File: src/csc_defs.svh
// register indices, field positions, reset values and widths of the statistics counter bank
`ifndef CSC_DEFS_SVH
`define CSC_DEFS_SVH

`define CSC_IDX_W                     10
`define CSC_TALLY_W                   16
`define CSC_BYTE_W                    8
`define CSC_NUM_TALLY                 5

`define CSC_IDX_P0_BAD_LINE_UPPER     10'h096
`define CSC_IDX_P0_BAD_LINE_LOWER     10'h097
`define CSC_IDX_P1_FRAME_UPPER        10'h098
`define CSC_IDX_P1_FRAME_LOWER        10'h099
`define CSC_IDX_P1_BAD_FRAME_UPPER    10'h09a
`define CSC_IDX_P1_BAD_FRAME_LOWER    10'h09b
`define CSC_IDX_P1_LINE_UPPER         10'h09c
`define CSC_IDX_P1_LINE_LOWER         10'h09d
`define CSC_IDX_P1_BAD_LINE_UPPER     10'h09e
`define CSC_IDX_P1_BAD_LINE_LOWER     10'h09f
`define CSC_IDX_TALLY_FIRST           `CSC_IDX_P0_BAD_LINE_UPPER
`define CSC_IDX_TALLY_LAST            `CSC_IDX_P1_BAD_LINE_LOWER
`define CSC_IDX_STATUS                10'h0a0
`define CSC_IDX_MASK                  10'h0a1
`define CSC_IDX_CTRL                  10'h0a2

`define CSC_RST_BYTE                  8'h00
`define CSC_RST_TALLY                 16'h0000
`define CSC_RST_EVT                   5'h00
`define CSC_RST_ENABLE                5'h1f
`define CSC_TALLY_MAX                 16'hffff
`define CSC_TALLY_ONE                 16'h0001
`define CSC_CTRL_WIPE_BIT             7
`define CSC_EVT_MSB                   4
`define CSC_RDATA_ZERO                32'h0000_0000

`endif

File: src/csc_pkg.sv
// types shared by the statistics counter bank
package csc_pkg;

    typedef logic [15:0] csc_tally_type;
    typedef logic [7:0]  csc_byte_type;
    typedef logic [9:0]  csc_index_type;
    typedef logic [2:0]  csc_slot_type;
    typedef logic [4:0]  csc_evt_type;

    typedef enum logic [2:0] {
        CSC_TALLY_P0_BAD_LINE  = 3'h0,
        CSC_TALLY_P1_FRAME     = 3'h1,
        CSC_TALLY_P1_BAD_FRAME = 3'h2,
        CSC_TALLY_P1_LINE      = 3'h3,
        CSC_TALLY_P1_BAD_LINE  = 3'h4
    } csc_tally_id_type;

endpackage

File: src/csc_stat_bank.sv
// statistics counter bank for the two csi-2 output ports, apb slave
`timescale 1ns/10ps
`include "csc_defs.svh"
module csc_stat_bank (
    input  wire logic                  pclk,
    input  wire logic                  presetn,
    input  wire logic [11:0]           paddr,
    input  wire logic                  psel,
    input  wire logic                  penable,
    input  wire logic                  pwrite,
    input  wire logic [31:0]           pwdata,
    input  wire logic [3:0]            pstrb,
    output logic                       pready,
    output logic [31:0]                prdata,
    output logic                       pslverr,
    input  wire logic                  port0_line_done,
    input  wire logic                  port0_line_bad,
    input  wire logic                  port1_frame_done,
    input  wire logic                  port1_frame_bad,
    input  wire logic                  port1_line_done,
    input  wire logic                  port1_line_bad,
    output logic                       irq
);
    import csc_pkg::*;

    // the tally registers sit in pairs: even index upper byte, odd index lower byte
    function automatic logic is_tally(input csc_index_type idx);
        is_tally = (idx >= `CSC_IDX_TALLY_FIRST) && (idx <= `CSC_IDX_TALLY_LAST);
    endfunction

    function automatic csc_slot_type slot_of(input csc_index_type idx);
        csc_index_type off;
        off     = idx - `CSC_IDX_TALLY_FIRST;
        slot_of = off[3:1];
    endfunction

    function automatic logic is_upper(input csc_index_type idx);
        is_upper = is_tally(idx) && !idx[0];
    endfunction

    function automatic logic is_mapped(input csc_index_type idx);
        is_mapped = is_tally(idx) || (idx == `CSC_IDX_STATUS) || (idx == `CSC_IDX_MASK)
                    || (idx == `CSC_IDX_CTRL);
    endfunction

    csc_index_type  idx;
    logic           aligned;
    logic           setup_phase;
    logic           rd_setup;
    logic           wr_access;
    logic           wr_lane0;
    logic           wipe;
    csc_evt_type    bump;
    csc_evt_type    take;
    csc_evt_type    wrap;
    csc_tally_type  tally_w [`CSC_NUM_TALLY];
    csc_byte_type   lower_w [`CSC_NUM_TALLY];
    csc_evt_type    status_q;
    csc_evt_type    status_d;
    csc_evt_type    mask_q;
    csc_evt_type    enable_q;
    csc_byte_type   rd_val;
    logic           err_now;
    logic [31:0]    prdata_q;
    logic           pslverr_q;

    assign idx         = paddr[11:2];
    assign aligned     = (paddr[1:0] == 2'h0);
    assign setup_phase = psel && !penable;
    assign wr_access   = psel && penable && pwrite;
    assign wr_lane0    = wr_access && pstrb[0] && aligned;

    // reads act in the setup cycle so the returned byte, the snapshot and the
    // clear all see the same counter value; apb reads cannot be withdrawn
    assign rd_setup    = setup_phase && !pwrite && aligned;

    // a write of one to the wipe bit clears every counter and snapshot at once
    assign wipe        = wr_lane0 && (idx == `CSC_IDX_CTRL) && pwdata[`CSC_CTRL_WIPE_BIT];

    // event inputs come from the transmitters on this same clock, so no synchroniser
    always_comb
    begin
        bump                          = `CSC_RST_EVT;
        bump[CSC_TALLY_P0_BAD_LINE]   = port0_line_done && port0_line_bad;
        bump[CSC_TALLY_P1_FRAME]      = port1_frame_done;
        bump[CSC_TALLY_P1_BAD_FRAME]  = port1_frame_done && port1_frame_bad;
        bump[CSC_TALLY_P1_LINE]       = port1_line_done;
        bump[CSC_TALLY_P1_BAD_LINE]   = port1_line_done && port1_line_bad;
        bump                          = bump & enable_q;
    end

    genvar gi;
    generate
        for (gi = 0; gi < `CSC_NUM_TALLY; gi++)
        begin : g_tally
            assign take[gi] = rd_setup && is_upper(idx) && (slot_of(idx) == csc_slot_type'(gi));

            csc_tally_cell u_cell (
                .pclk    (pclk),
                .presetn (presetn),
                .bump    (bump[gi]),
                .take    (take[gi]),
                .wipe    (wipe),
                .tally_q (tally_w[gi]),
                .lower_q (lower_w[gi]),
                .wrap    (wrap[gi])
            );
        end
    endgenerate

    always_comb
    begin
        rd_val = `CSC_RST_BYTE;
        if (is_tally(idx))
        begin
            if (is_upper(idx))
            begin
                rd_val = tally_w[slot_of(idx)][15:8];
            end
            else
            begin
                rd_val = lower_w[slot_of(idx)];
            end
        end
        else if (idx == `CSC_IDX_STATUS)
        begin
            rd_val = {3'h0, status_q};
        end
        else if (idx == `CSC_IDX_MASK)
        begin
            rd_val = {3'h0, mask_q};
        end
        else if (idx == `CSC_IDX_CTRL)
        begin
            rd_val = {3'h0, enable_q};
        end
    end

    assign err_now = !aligned || !is_mapped(idx);

    // counter wrap events: set wins over the read-clear in the same cycle
    always_comb
    begin
        status_d = status_q;
        if (rd_setup && (idx == `CSC_IDX_STATUS))
        begin
            status_d = `CSC_RST_EVT;
        end
        status_d = status_d | wrap;
    end

    always_ff @(posedge pclk or negedge presetn)
    begin
        if (!presetn)
        begin
            status_q <= `CSC_RST_EVT;
        end
        else
        begin
            status_q <= status_d;
        end
    end

    always_ff @(posedge pclk or negedge presetn)
    begin
        if (!presetn)
        begin
            mask_q <= `CSC_RST_EVT;
        end
        else if (wr_lane0 && (idx == `CSC_IDX_MASK))
        begin
            mask_q <= pwdata[`CSC_EVT_MSB:0];
        end
    end

    always_ff @(posedge pclk or negedge presetn)
    begin
        if (!presetn)
        begin
            enable_q <= `CSC_RST_ENABLE;
        end
        else if (wr_lane0 && (idx == `CSC_IDX_CTRL))
        begin
            enable_q <= pwdata[`CSC_EVT_MSB:0];
        end
    end

    // read data and error are fixed at setup so the access phase needs no wait
    always_ff @(posedge pclk or negedge presetn)
    begin
        if (!presetn)
        begin
            prdata_q <= `CSC_RDATA_ZERO;
        end
        else if (setup_phase)
        begin
            prdata_q <= (pwrite || err_now) ? `CSC_RDATA_ZERO : {24'h00_0000, rd_val};
        end
    end

    always_ff @(posedge pclk or negedge presetn)
    begin
        if (!presetn)
        begin
            pslverr_q <= 1'b0;
        end
        else if (setup_phase)
        begin
            pslverr_q <= err_now;
        end
    end

    always_ff @(posedge pclk or negedge presetn)
    begin
        if (!presetn)
        begin
            irq <= 1'b0;
        end
        else
        begin
            irq <= |(status_d & mask_q);
        end
    end

    assign pready  = 1'b1;
    assign prdata  = prdata_q;
    assign pslverr = pslverr_q && psel && penable;

endmodule // csc_stat_bank

File: src/csc_tally_cell.sv
// one 16-bit statistics counter with its read-clear and low-byte snapshot
`timescale 1ns/10ps
`include "csc_defs.svh"
module csc_tally_cell (
    input  wire logic                  pclk,
    input  wire logic                  presetn,
    input  wire logic                  bump,
    input  wire logic                  take,
    input  wire logic                  wipe,
    output csc_pkg::csc_tally_type     tally_q,
    output csc_pkg::csc_byte_type      lower_q,
    output logic                       wrap
);
    import csc_pkg::*;

    csc_tally_type tally_d;

    // an increment landing on the clearing read is dropped
    always_comb
    begin
        tally_d = tally_q;
        if (take || wipe)
        begin
            tally_d = `CSC_RST_TALLY;
        end
        else if (bump)
        begin
            tally_d = tally_q + `CSC_TALLY_ONE;
        end
    end

    assign wrap = bump && !take && !wipe && (tally_q == `CSC_TALLY_MAX);

    always_ff @(posedge pclk or negedge presetn)
    begin
        if (!presetn)
        begin
            tally_q <= `CSC_RST_TALLY;
        end
        else
        begin
            tally_q <= tally_d;
        end
    end

    always_ff @(posedge pclk or negedge presetn)
    begin
        if (!presetn)
        begin
            lower_q <= `CSC_RST_BYTE;
        end
        else if (wipe)
        begin
            lower_q <= `CSC_RST_BYTE;
        end
        else if (take)
        begin
            lower_q <= tally_q[7:0];
        end
    end

endmodule // csc_tally_cell

File: config.mk
export PLATFORM = sky130hd
export DESIGN_NAME = csc_stat_bank
export DESIGN_NICKNAME = d
export VERILOG_FILES = /design/src/csc_pkg.sv /design/src/csc_stat_bank.sv /design/src/csc_tally_cell.sv
export VERILOG_INCLUDE_DIRS = /design/src
export SDC_FILE = /design/constraint.sdc
export NUM_CORES = 1
export LEC_CHECK = 0
export BUFFER_PORTS_ARGS = -buffer_cell sky130_fd_sc_hd__buf_2
export CAP_MARGIN = 5
export CELL_PAD_IN_SITES_DETAIL_PLACEMENT = 0
export CELL_PAD_IN_SITES_GLOBAL_PLACEMENT = 2
export CORE_MARGIN = 2
export CORE_UTILIZATION = 41
export DETAILED_ROUTE_END_ITERATION = 8
export GPL_ROUTABILITY_DRIVEN = 1
export PLACE_DENSITY = 0.88
export SLEW_MARGIN = 20
export SYNTH_ARGS = -nofsm -noshare
export SYNTH_HDL_FRONTEND = slang
export SYNTH_HIERARCHICAL = 1
export SYNTH_SLANG_ARGS = --single-unit
File: constraint.sdc
create_clock -name pclk -period 3.1 [get_ports pclk]
set_clock_uncertainty 0.05 [all_clocks]
set_input_delay 0.465 -clock pclk [delete_from_list [all_inputs] [get_ports pclk]]
set_output_delay 0.465 -clock pclk [all_outputs]
set_load 0.02 [all_outputs]
Word level (Yosys, flattened, before mapping)

Index checks and enable logic that the tools add are counted.

Register bits after elaboration: 169
Input port bits: 59
Output and inout port bits: 35
Logic and storage cells: 147

Bitwise logic cells: 4
Reductions and logical operators: 73
$add $sub $neg: 6
$lt $le $gt $ge: 3
Muxes and demuxes: 33
Eq/ne operators: 12

Operators with widths:

| cell                  | number |
|---|---|
| $mux 16               | 12 |
| $mux 8                | 15 |
| $add 16x1->16 const B | 5 |
| $eq 16x16->1 const B  | 5 |
| $bmux 16 s3           | 1 |
| $logic_and 1x1->1     | 39 |
| $eq 10x8->1 const B   | 3 |
| $bmux 8 s3            | 1 |
| $mux 5                | 4 |
| $reduce_bool 2->1     | 10 |
| $logic_not 1->1       | 11 |
| $and 5x5->5           | 2 |
| $ge 10x8->1 const B   | 1 |
| $le 10x8->1 const B   | 1 |
| $logic_or 1x1->1      | 10 |
| $eq 3x2->1 const B    | 2 |
| $or 5x5->5            | 1 |
| $reduce_or 5->1       | 1 |
| $ge 4x4->1 const B    | 1 |
| $not 3->4             | 1 |
| $sub 4x3->4 const B   | 1 |
| $eq 3x1->1 const B    | 1 |
| $eq 3x3->1 const B    | 1 |
| $logic_not 3->1       | 1 |
| $logic_not 2->1       | 1 |

Logic depth before layout (Yosys ltp)

Depth in word-level cells: 13
Gate-level depth with buffers: 12
Mapped depth without buffers: 9

Hierarchy

The synthesis kept the hierarchy.

By module, submodules not included:

| module         | seq. area each (µm²) | area each (µm²) | cells an instance | instances |
|---|---|---|---|---|
| csc_tally_cell | 600.6                | 1182.4          | 116               | 5 |
| csc_stat_bank  | 631.9                | 2215.9          | 222               | 1 |

Worst setup path after synthesis

OpenSTA, ideal clock, no wires.

Path kind: in2reg
Start: input port paddr[8]
End: register irq
Data required time: 2.915 ns
Slack: -0.292 ns
Cell stages on the path: 11
Library setup time: 0.135 ns
Arrival: 3.206 ns
Cell sequence: or4b_4 or4_1 buf_2 or4_1 nor2_1 buf_2 nor2_1 nand3_1 nor3_1 a222oi_1 nand3_1

Word-level cells in the longest chain between the ends: 12

RTL lines:

| element                                                            | line                 | RTL |
|---|---|---|
| from (decl)                                                        | csc_stat_bank.sv:7   | `input wire logic [11:0] paddr,` |
| $ge 10x8->1 (no source line) / $le 10x8->1 (equally long branches) | n/a                  |  |
| $logic_and 1x1->1 (*)                                              | csc_stat_bank.sv:28  | `` is_tally = (idx >= `CSC_IDX_TALLY_FIRST) && (idx <= `CSC_IDX_TALLY_LAST); `` |
| $logic_and 1x1->1 (*)                                              | csc_stat_bank.sv:38  | `is_upper = is_tally(idx) && !idx[0];` |
| $logic_and 1x1->1 (*) (2 in series)                                | csc_stat_bank.sv:96  | `assign take[gi] = rd_setup && is_upper(idx) && (slot_of(idx) == csc_slot_type'(gi));` |
| via take[1]                                                        | csc_stat_bank.sv:54  | `csc_evt_type take;` |
| $logic_not 1->1 (*)                                                | csc_tally_cell.sv:32 | `` assign wrap = bump && !take && !wipe && (tally_q == `CSC_TALLY_MAX); `` |
| $logic_and 1x1->1 (*) (3 in series)                                | csc_tally_cell.sv:32 |  |
| via wrap[1]                                                        | csc_stat_bank.sv:55  | `csc_evt_type wrap;` |
| $or 5x5->5 (*)                                                     | csc_stat_bank.sv:149 | `status_d = status_d \| wrap;` |
| $and 5x5->5 (*)                                                    | csc_stat_bank.sv:221 | `irq <= \|(status_d & mask_q);` |
| $reduce_or 5->1 (*)                                                | csc_stat_bank.sv:221 |  |
| to (signal assigned)                                               | csc_stat_bank.sv:221 |  |
| to (decl)                                                          | csc_stat_bank.sv:22  | `output logic irq` |

The timed path passes the listed nets; every way through them passes the cells marked *.
A chain may end at the register's enable or synchronous reset.

Worst setup path after layout

Same ends and word-level chain as after synthesis.

==> summary.md <==
| Metric | Value |
|---|---|
| Status | `finished, violations left` |
| Failing checks | `hold timing` |
| Max stage delay on crit path | `0.55 ns` |
| Fill count | `1818` |
| Antenna diodes | `0` |
| CP Buf/Inv Count | `1` |
| Slew Viols, Final | `0` |
| Cell count after placement | `1098` |
| Fin. Hold Viols | `11` |
| Die Wd | `145 microns` |
| EDFF count, synth | `0` |
| Die height | `145 microns` |
| Met2 Resource Use GR | `0.346` |
| Critical Path End Type | `flop` |
| Synthesized cell area | `8130 sq um` |
| Final Power | `4.20 mW` |
| Register area share after synthesis | `0.447` |
| Maximum vdd drop | `0.355 mV` |
| Worst skew pair latency | `0.43 ns` |
| Vias in the first global route | `6310` |
| Routed Antenna Nets | `0` |
| Critical path arrival | `2.95 ns` |
| DRT Pass-1 Iters | `5` |
| Global route hottest layer | `met2` |
| Period utilization | `0.875` |
| CP cell instances | `buf_2 -> or4b_4 -> or4_4 -> or4_4 -> nor2_2 -> nor2_1 -> nand3_1 -> nor3_1 -> a222oi_1 -> nand3_1` |
| Sw frac | `0.226` |
| M1 GR Usage | `0.299` |
| Layout area overhead | `14.1%` |
| Finished Layout Cells | `1129` |
| Starting Density | `0.418` |
| Clk pwr share | `0.506` |
| Hold Buf Count CTS | `0` |
| Vias/cell | `5.82` |
| DR iter-0 viols | `491` |
| Global route overflow | `0` |
| Global-route wire length before repair | `34800 microns` |
| Distinct cells, synth | `45` |
| Flop pwr share | `0.452` |
| Post-synth ARST share | `1.00` |
| Peak Freq | `0.369 GHz` |
| Clock tree buffer depth | `2` |
| CP delay by family, top | `simple AND/OR/NAND/NOR gates` |
| Row cnt | `51` |
| Avg Inst Size Synth | `10.1 sq um` |
| Clock-pin slew on the worst setup and hold paths | `0.06 ns` |
| RSZ-0062 raised after global routing | `no` |
| Buffers on Ports | `39` |
| H-tree depth | `4` |
| Share of post-route cells with drive strength above 1 | `0.194` |
| Final instance area | `9280 sq um` |
| # resized after CTS | `0` |
| Dpl hpwl | `16000 microns` |
| Synth Instances | `802` |
| Largest net degree at the start of global routing | `69` |
| Ys flop type | `dfrtp_1` |
| Core ar. | `19500 sq um` |
| CTS tree | `yes` |
| Slowest cell on crit path | `or4_4` |
| Critical Path RT | `3.33 ns` |
| Endpoints failing setup | `0` |
| Root Buffer | `clkbuf_16` |
| DRC viols | `0` |
| Max-cap check violation count | `0` |
| Number of nets in the layout | `921` |
| Minimum clock period | `2.71 ns` |
| Grt met3 use | `0.0395` |
| Yosys warning total | `6` |
| Synthesized flop and latch total | `145` |
| Overall Global Routing Usage | `0.216` |
| Initial antenna violation count | `0` |
| Rel. slew slack | `0.476` |
| Gate power share | `0.042` |
| Cell internal pwr | `3.25 mW` |
| Slew @ Worst Pin | `0.780 ns` |
| Sw Pwr | `0.948 mW` |
| CP Launch Type | `input port` |
| CTS Buf Count | `17` |
| Die area | `21000 sq um` |
| Crit Path Class | `input port to flop` |
| Pleak | `4.12 nW` |
| Routed wire per std cell | `19.2 microns` |
| WHS | `-0.0219 ns` |
| HP Class | `input port to asynchronous set/reset pin` |
| Area after DPL | `8670 sq um` |
| Clock Sinks | `145` |
| GP Congestion | `0.905` |
| Routed via count | `6567` |
| Post-CTS Setup Inserts | `0` |
| # IOs | `94` |
| CP max FO | `4` |
| Post-Route WL | `21700 microns` |
| Power density over the cells | `453 nW/um^2` |
-- cell families (layout without fill, tap and decap cells) --
kind of cell,count (synthesis),after routing,synth area share
and+or+nand+nor,332,332,0.221
xor gates and xnor gates,22,22,0.0237
adders and majority gates,10,10,0.0154
AOI/OAI and AO/OA,119,119,0.0933
muxes,97,97,0.146
buffers and inverters,75,114,0.0530
DFF,145,145,0.447
other,2,25,0.000924
-- power groups by stage --
stage / clock, mW / sequential [mW] / combinational (mW)
2_1_floorplan: 0 / 1.93 / 0.116
3_3_place_gp: 0 / 1.93 / 0.174
3_5_place_dp: 0 / 1.93 / 0.178
4_1_cts: 2.18 / 1.90 / 0.178
5_1_grt: 2.25 / 1.90 / 0.197
6_report: 2.13 / 1.90 / 0.177
-- routing by layer --
| metal | vias up | routed length, microns | share of wire |
|---|---|---|---|
| met1 | 3279 | 9730 | 0.45 |
| met2 | 206 | 10300 | 0.48 |
| met4 | 0 | 419 | 0.019 |
| li1 | 3050 | - | - |
| met3 | 32 | 1180 | 0.054 |
| met5 | - | 0 | 0 |
-- state kept, by name, indices dropped and copies added (netlist names) --
name and cells:
irq 1, prdata 8, g_tally.u_cell/tally_q 80, enable_q 5, mask_q 5, status_q 5, g_tally.u_cell/lower_q 40, pslverr_q 1
-- layout by cell type (no fill, tap or decap), drive strengths merged, types with 23 or more instances in the layout --
cell / netlist / routed
nor2: 83 / 83
a21oi: 40 / 40
conb: 2 / 25
mux2i: 69 / 69
or4: 23 / 23
nand2: 64 / 64
or3: 42 / 42
buf: 45 / 71
nand4: 51 / 51
o21ai: 23 / 23
dfrtp: 140 / 140
-- stage by stage --
stage                util  setup WS (ns)  setup TNS, ns
global placement    0.445        -0.0493        -0.0493
global route        0.477          0.252              0
detailed placement  0.445        -0.0267        -0.0267
finish              0.477          0.389              0
CTS                 0.477          0.411              0
floorplan               -        -0.0605        -0.0605
-- worst register-to-register path: cells and delay by family (launching register included) --
kind,cells,cell delay [ns]
AND/OR/NAND/NOR,4,1.66
AO/OA/AOI/OAI,1,0.15
flip-flops,1,0.54
-- cell usage after synthesis, types with 10 or more instances --
library cell  count  share of area
mux2i_1          69          0.085
or4_1            22          0.020
nand2_1          64          0.030
nand4_1          41          0.032
o31ai_1          22          0.020
nand3_1          14         0.0086
a21oi_1          40          0.025
nand4_2          10          0.015
xor2_1           16          0.017
dfrtp_1         140           0.43
nor4_1           21          0.016
mux2_2           12          0.017
inv_1            12         0.0055
nor2_1           83          0.038
mux4_2           16          0.044
o21ai_0          23          0.014
clkbuf_1         18         0.0083
or3_1            37          0.028
nor3_1           11         0.0068
buf_4            35          0.032
ha_1             10          0.015
-- area by class of cell --
cell class / instances / area, sq um / share of cell area
timing repair buffer: 71 / 479 / 0.0517
multi-input combinational: 605 / 4180 / 0.450
sequential: 145 / 3630 / 0.392
clock inverter: 12 / 158 / 0.0170
clock buffer: 19 / 453 / 0.0488
tap: 265 / 332 / 0.0357
inverter: 12 / 45.0 / 0.00486
-- path summary, 6_finish.rpt --
check | startpoint | end | slack [ns] | depth (start not counted)
hold reg to reg | pslverr_q | pslverr_q | 0.43 | 2
setup / recovery | paddr[8] | irq | 0.39 | 10
setup reg to reg | enable_q[3] | irq | 0.63 | 5
hold / removal | presetn | g_tally[4].u_cell/tally_q[5] | -0.02 | 1
min in group pclk | pwdata[1] | enable_q[1] | 0.24 | 2
max in group asynchronous | presetn | g_tally[3].u_cell/lower_q[7] | 2.14 | 2
(Power assumes the default switching activity.)
